File: src/logic/crossbar_pkg.sv
package crossbar_pkg;

   // ==========================================================
   // fabric sizes
   // ==========================================================
   localparam int unsigned NUM_INPUTS = 22;
   localparam int unsigned NUM_OUTPUTS = 30;
   localparam int unsigned SEL_W = 5;
   localparam int unsigned OUT_IDX_W = 5;
   localparam int unsigned NUM_SUB = 4;
   localparam int unsigned NUM_SLOTS = 3;

   // ==========================================================
   // fixed input positions
   // ==========================================================
   localparam logic [SEL_W-1:0] IN_LOGIC_ZERO = 5'h00;
   localparam logic [SEL_W-1:0] IN_LOGIC_ONE = 5'h01;
   localparam logic [SEL_W-1:0] SEL_RESET = 5'h00;
   localparam logic [SEL_W-1:0] SEL_LAST = 5'h15;

   // ==========================================================
   // output positions
   // ==========================================================
   localparam int unsigned OUT_PIN_BASE = 0;
   localparam int unsigned OUT_ADC_TRIG_BASE = 6;
   localparam int unsigned OUT_DAC_SYNC = 8;
   localparam int unsigned OUT_CMP_WIN_BASE = 9;
   localparam int unsigned OUT_ALT_A_BASE = 12;
   localparam int unsigned OUT_SYNC_BASE = 16;
   localparam int unsigned OUT_PWM_CLOCK = 20;
   localparam int unsigned OUT_FAULT_BASE = 21;
   localparam int unsigned OUT_FORCE = 25;
   localparam int unsigned OUT_TIMER_BASE = 26;

   // timer-input select bits 12..15 of the select register
   localparam int unsigned TSEL_BIT_BASE = 12;
   localparam int unsigned TSEL_W = 16;

   // level of each second alternate-control input after reset
   localparam logic [NUM_SUB-1:0] ALT_B_RESET = 4'h0;

   // ==========================================================
   // carriers
   // ==========================================================
   typedef struct packed {
      logic [NUM_SUB-1:0] alt_control_a;
      logic [NUM_SUB-1:0] alt_control_b;
      logic [NUM_SUB-1:0] external_sync_in;
      logic external_clock_in;
      logic [3:0] fault_input;
      logic output_force;
   } pwm_ctrl_s;

   typedef struct packed {
      logic [5:0] pin_out;
      logic [1:0] adc_trigger;
      logic dac_sync_in;
      logic [2:0] cmp_window;
   } misc_dest_s;

   typedef struct packed {
      logic [NUM_SLOTS-1:0] above_high;
      logic [NUM_SLOTS-1:0] below_low;
   } limit_cmp_s;

endpackage

File: src/logic/peripheral_crossbar_outputs.sv
// Overview of operation
// - Outputs 26..29 feed timer B channels 0..3 only while select bits 12..15 set.
// - Outputs 12..15 drive first alternate-control input of PWM submodules 0..3.
// - Outputs 16..19 drive external sync input of PWM submodules 0..3.
// - Output 20 is the shared external clock of the whole PWM module.
// - Output 25 drives the PWM module's external output-force input.
// - Second alternate-control of submodules 0..2 follow converter slots 0..2 limit compares.
// - Slot 0 above high limit drives low; below low limit drives high.
// - Slot 1 above high limit drives low; below low limit drives high.
// - Slot 2 above high limit drives low; below low limit drives high.
// - Submodule 3 second alternate-control is tied to logic zero.
// - Each output picks one of 22 inputs via a write-protectable select register.
// - Input to routed output path is purely combinational.
module peripheral_crossbar_outputs (
   input wire logic clk_sys,
   input wire logic rst,
   input wire logic clk_en,
   input wire logic [crossbar_pkg::NUM_INPUTS-1:0] shared_input,
   input wire logic sel_write,
   input wire logic [crossbar_pkg::OUT_IDX_W-1:0] sel_write_index,
   input wire logic [crossbar_pkg::SEL_W-1:0] sel_write_value,
   input wire logic sel_write_protect,
   input wire logic [crossbar_pkg::TSEL_W-1:0] timer_input_select_reg,
   input wire logic [3:0] timer_b_default_in,
   input wire crossbar_pkg::limit_cmp_s limit_cmp,
   output logic [crossbar_pkg::NUM_OUTPUTS-1:0] routed_output_n,
   output crossbar_pkg::pwm_ctrl_s pwm_ctrl,
   output crossbar_pkg::misc_dest_s misc_dest,
   output logic [3:0] timer_b_channel_in,
   output logic [crossbar_pkg::NUM_OUTPUTS*crossbar_pkg::SEL_W-1:0] sel_readback
);

   // ==========================================================
   // select registers
   // ==========================================================
   logic [crossbar_pkg::SEL_W-1:0] sel_reg [crossbar_pkg::NUM_OUTPUTS];
   logic [crossbar_pkg::NUM_INPUTS-1:0] eff_input;
   logic write_accept;
   logic [crossbar_pkg::NUM_SLOTS-1:0] alt_b_reg;
   logic [crossbar_pkg::NUM_SLOTS-1:0] alt_b_next;
   logic [3:0] tsel;

   // first two inputs are constants regardless of what the port carries
   assign eff_input = {shared_input[crossbar_pkg::NUM_INPUTS-1:2], 1'b1, 1'b0};

   // protected select write
   // codes above the last input are dropped, so a stray write cannot pick nothing
   assign write_accept = sel_write && !sel_write_protect
      && (sel_write_value <= crossbar_pkg::SEL_LAST)
      && (32'(sel_write_index) < crossbar_pkg::NUM_OUTPUTS);

   genvar gi;
   generate
      for (gi = 0; gi < crossbar_pkg::NUM_OUTPUTS; gi++)
      begin : g_out
         always_ff @(posedge clk_sys or posedge rst)
         begin
            if (rst)
               sel_reg[gi] <= crossbar_pkg::SEL_RESET;
            else if (clk_en && write_accept && 32'(sel_write_index) == gi)
               sel_reg[gi] <= sel_write_value;
         end

         // combinational mux
         // no flop in this path: peripherals see input edges in the same cycle
         assign routed_output_n[gi] = eff_input[sel_reg[gi]];
         assign sel_readback[gi*crossbar_pkg::SEL_W +: crossbar_pkg::SEL_W] = sel_reg[gi];
      end
   endgenerate

   // ==========================================================
   // destination fan-out
   // ==========================================================
   assign misc_dest.pin_out = routed_output_n[crossbar_pkg::OUT_PIN_BASE +: 6];
   assign misc_dest.adc_trigger = routed_output_n[crossbar_pkg::OUT_ADC_TRIG_BASE +: 2];
   assign misc_dest.dac_sync_in = routed_output_n[crossbar_pkg::OUT_DAC_SYNC];
   assign misc_dest.cmp_window = routed_output_n[crossbar_pkg::OUT_CMP_WIN_BASE +: 3];
   assign pwm_ctrl.alt_control_a = routed_output_n[crossbar_pkg::OUT_ALT_A_BASE +: crossbar_pkg::NUM_SUB];
   assign pwm_ctrl.external_sync_in = routed_output_n[crossbar_pkg::OUT_SYNC_BASE +: crossbar_pkg::NUM_SUB];
   assign pwm_ctrl.external_clock_in = routed_output_n[crossbar_pkg::OUT_PWM_CLOCK];
   assign pwm_ctrl.fault_input = routed_output_n[crossbar_pkg::OUT_FAULT_BASE +: 4];
   assign pwm_ctrl.output_force = routed_output_n[crossbar_pkg::OUT_FORCE];

   // timer channel input gating
   // without the select bit the timer keeps its own pin source
   assign tsel = timer_input_select_reg[crossbar_pkg::TSEL_BIT_BASE +: 4];
   assign timer_b_channel_in = (tsel & routed_output_n[crossbar_pkg::OUT_TIMER_BASE +: 4])
      | (~tsel & timer_b_default_in);

   // ==========================================================
   // limit-compare path to second alternate control
   // ==========================================================
   // per-slot level, hold between limits
   // above-high wins if both flags are ever seen, leaning toward output off
   generate
      for (gi = 0; gi < crossbar_pkg::NUM_SLOTS; gi++)
      begin : g_slot
         assign alt_b_next[gi] = limit_cmp.above_high[gi] ? 1'b0 :
                                 limit_cmp.below_low[gi] ? 1'b1 : alt_b_reg[gi];
      end
   endgenerate

   always_ff @(posedge clk_sys or posedge rst)
   begin
      if (rst)
         alt_b_reg <= crossbar_pkg::ALT_B_RESET[crossbar_pkg::NUM_SLOTS-1:0];
      else if (clk_en)
         alt_b_reg <= alt_b_next;
   end

   assign pwm_ctrl.alt_control_b = {1'b0, alt_b_reg};
endmodule

File: config.mk
export PLATFORM = sky130hd
export DESIGN_NAME = peripheral_crossbar_outputs
export DESIGN_NICKNAME = d
export VERILOG_FILES = /design/src/logic/crossbar_pkg.sv /design/src/logic/peripheral_crossbar_outputs.sv
export SDC_FILE = /design/constraint.sdc
export NUM_CORES = 1
export LEC_CHECK = 0
export BUFFER_PORTS_ARGS = -buffer_cell sky130_fd_sc_hd__buf_2
export CAP_MARGIN = 20
export CORE_MARGIN = 4
export CORE_UTILIZATION = 52
export DETAILED_ROUTE_END_ITERATION = 6
export PLACE_DENSITY = 0.79
export SLEW_MARGIN = 15
export SYNTH_ARGS = -nofsm -noshare
export SYNTH_HDL_FRONTEND = slang
export SYNTH_SLANG_ARGS = --single-unit
File: constraint.sdc
create_clock -name clk_sys -period 5.35 [get_ports clk_sys]
set_input_delay 0.2675 -clock clk_sys [delete_from_list [all_inputs] [get_ports clk_sys]]
set_output_delay 0.2675 -clock clk_sys [all_outputs]
set_load 0.01 [all_outputs]
==> impl_metrics.py <==
metrics = {
    "status": {
        "status": "finished clean",
    },
    "power": {
        "netSwitchingPower_w": 0.00110,
        "vdd_ir_drop_max_uv": 196,
        "power_leakage_nw": 6.04,
        "power_frac_comb_pct": 25.3,
        "power_density_nw_per_um2": 260,
        "pwr-share-seq_pct": 39.0,
        "clock_power_share_pct": 35.7,
        "swShare_pct": 31.3,
        "intPower_w": 0.00242,
    },
    "clock_network": {
        "cts_buffers": 17,
        "cts_tree": "done",
        "cts_buffer_depth": 2,
        "cts_root_buf": "clkbuf_16",
        "cts.clk_slew.worst_paths_ps": 70,
        "htree_levels": 4,
        "cts_resized": 0,
        "insertion_delay_ps": 430,
        "clkSinkCount": 153,
    },
    "setup_path": {
        "required_ps": 5080,
        "crit_type": "reg -> out",
        "cp_slowest_stage_delay_ps": 570,
        "crit_chain": "mux4_2, and3_1, a311oi_1, a31oi_1, buf_2",
        "slowest_stage": "dfrtp_1",
        "arrival_ps": 2580,
        "worst_setup_path_start_kind": "flip-flop",
        "end_kind": "output pin",
        "path_max_fanout": 9,
    },
    "route": {
        "via_per_inst": 6.71,
        "wl_mm": 37.4,
        "vias": 9708,
        "drt-pass1-iter-count": 5,
        "drc": 0,
        "antenna_left": 0,
        "drt_first_iter_violations": 918,
        "routedWlPerCell_um": 25.8,
    },
    "floorplan": {
        "std_cell_rows": 55,
        "die-area_sq_um": 25300,
        "fp.dieW_um": 159,
        "die_h_um": 159,
        "start_util_pct": 52.6,
        "coreArea_sq_um": 22600,
        "ios": 277,
    },
    "sta": {
        "skew_ps": 0,
        "timing.final.crit_share_pct": 53.2,
        "finalHoldViolCount": 0,
        "period_minus_slack_ps": 2850,
        "holdWs_ps": 9.07,
        "setup_violations": 0,
        "setup_tns_ps": 0,
        "slew_headroom_pct": 34.3,
        "slew_viol_final": 0,
        "tightest_slew_ps": 983,
        "rsz0062_at_grt": "false",
        "max_freq_mhz": 351,
    },
    "finish": {
        "final_common_cell": "buf_2",
        "fin_util_pct": 59.9,
        "fillers": 1805,
        "drive_gt1_share_pct": 50.3,
        "area_growth_pct": 13.7,
        "largest_reg_flops": 150,
        "final_cell_mix": "261 x buf_2, 153 x dfrtp_1, 148 x mux2_2",
        "num-nets-final": 1208,
    },
    "global_route": {
        "grt_pass1_wl_mm": 58.2,
        "gr-usage-met1_pct": 39.3,
        "grt-ovfl-total": 0,
        "grtUsageTotal_pct": 29.3,
        "met3_usage_pct": 6.78,
        "met2_usage_pct": 47.6,
        "grt_pass1_vias": 9744,
        "antenna_found_initial": 6,
        "grt_max_degree": 105,
        "busiest_layer": "met2",
    },
    "flow_run": {
        "drv_cap": 0,
    },
    "synth": {
        "yosys_most_used_dff": "dfrtp_1",
        "syn_inst": 1022,
        "yosysWarnings": 0,
        "synth_cell_types": 48,
        "synth_nets": 1085,
        "ys_ff_latch": 153,
        "synth_edf_count": 0,
        "synthArstFlopShare_pct": 100,
        "ys_seq_area_share_pct": 32.2,
        "syn_area_per_cell_sq_um": 11.6,
        "synthesis.area_sq_um": 11900,
    },
    "placement": {
        "gp_congestion": 0.810,
        "post-dp-hpwl_mm": 22.9,
        "portBuffers": 261,
    },
    "hold_path": {
        "hold_class": "in -> reg",
    },
}
-- timing repair --
item | in CTS | in global routing
hold endpoints to repair | 2 | 23
setup buffers | 0 | 0
hold buffers | 2 | 1
-- cell usage after synthesis, drive strengths merged, types with 2 or more instances --
| cell type | number | share of area (%) |
|---|---|---|
| nand3b | 7 | 0.47 |
| inv | 21 | 0.66 |
| a31oi | 30 | 1.6 |
| nor3 | 24 | 1.3 |
| or4 | 3 | 0.22 |
| a41o | 2 | 0.17 |
| clkbuf | 115 | 3.6 |
| nand2 | 52 | 1.6 |
| a21oi | 19 | 0.80 |
| nor3b | 2 | 0.13 |
| dfrtp | 153 | 32 |
| and3 | 2 | 0.11 |
| mux4 | 124 | 23 |
| a221oi | 2 | 0.15 |
| mux2 | 153 | 15 |
| nand2b | 7 | 0.37 |
| nor2 | 34 | 1.2 |
| o211ai | 2 | 0.13 |
| o21ai | 46 | 1.9 |
| nand3 | 11 | 0.46 |
| o21a | 26 | 1.6 |
| nor4 | 3 | 0.16 |
| mux2i | 96 | 8.1 |
| buf | 49 | 2.5 |
| a211o | 2 | 0.15 |
| nor2b | 24 | 1.3 |
-- path summary, 6_finish.rpt --
check / startpoint / endpoint / slack, ps / depth (start not counted)
setup / recovery: sel_readback[145] / timer_b_channel_in[3] / 2500 / 5
hold / removal: limit_cmp[3] / alt_b_reg[0] / 9 / 2
max in group asynchronous: rst / sel_readback[120] / 3660 / 5
hold reg to reg: alt_b_reg[1] / alt_b_reg[1] / 530 / 2
min in group asynchronous: rst / alt_b_reg[1] / 320 / 3
setup reg to reg: sel_readback[130] / sel_readback[130] / 4370 / 1
-- cells by family (layout without fill, tap and decap cells) --
group | Yosys count | after routing | share of synthesized area, %
multiplexers | 373 | 373 | 46.2
flip-flops | 153 | 153 | 32.2
buffers and inverters | 186 | 322 | 6.80
other | 1 | 5 | 0.0316
AO/OA/AOI/OAI | 133 | 133 | 6.84
AND/OR/NAND/NOR | 176 | 176 | 7.86
-- power by group through the flow --
stage | logic [W] | registers, W | clock network, W
2_1_floorplan | 0.000662 | 0.00134 | 0
6_report | 0.000889 | 0.00137 | 0.00126
5_1_grt | 0.000947 | 0.00139 | 0.00132
3_5_place_dp | 0.000876 | 0.00139 | 0
3_3_place_gp | 0.000856 | 0.00138 | 0
4_1_cts | 0.000882 | 0.00137 | 0.00127
-- routing by layer --
layer / vias up / share of wire [%]
met5: - / 0.062
met4: 4 / 3.6
met3: 115 / 11
met2: 675 / 48
met1: 4842 / 37
li1: 4072 / -
-- area by class of cell --
class                   count  area, sq um  share of cell area, %
clock inverters            10          145                   1.07
inverters                  22         87.6                  0.648
repair buffers            268         1390                   10.3
well taps                 285          357                   2.64
diodes                      4         10.0                 0.0741
flip-flops and latches    153         3830                   28.3
clock buffers              22          454                   3.36
multi-input cells         683         7250                   53.6
-- worst max-delay path, delay by kind of cell, from the launching register on --
kind	cells	cell delay, ps
DFF	1	570
buffers and inverters	1	160
muxes	1	540
and+or+nand+nor	1	190
AOI/OAI and AO/OA	2	690
-- metrics by stage --
stage	instances	instance area, sq um	power, W	setup WS (ps)
after detailed placement	1407	12800	0.00227	2570
after floorplan	1022	11900	0.00201	961
final	1447	13500	0.00352	2500
after global placement	1407	12800	0.00224	2590
after CTS	1441	13500	0.00352	2540
after global routing	1447	13500	0.00366	2310
Note: power is estimated with default switching activity, not from simulation.
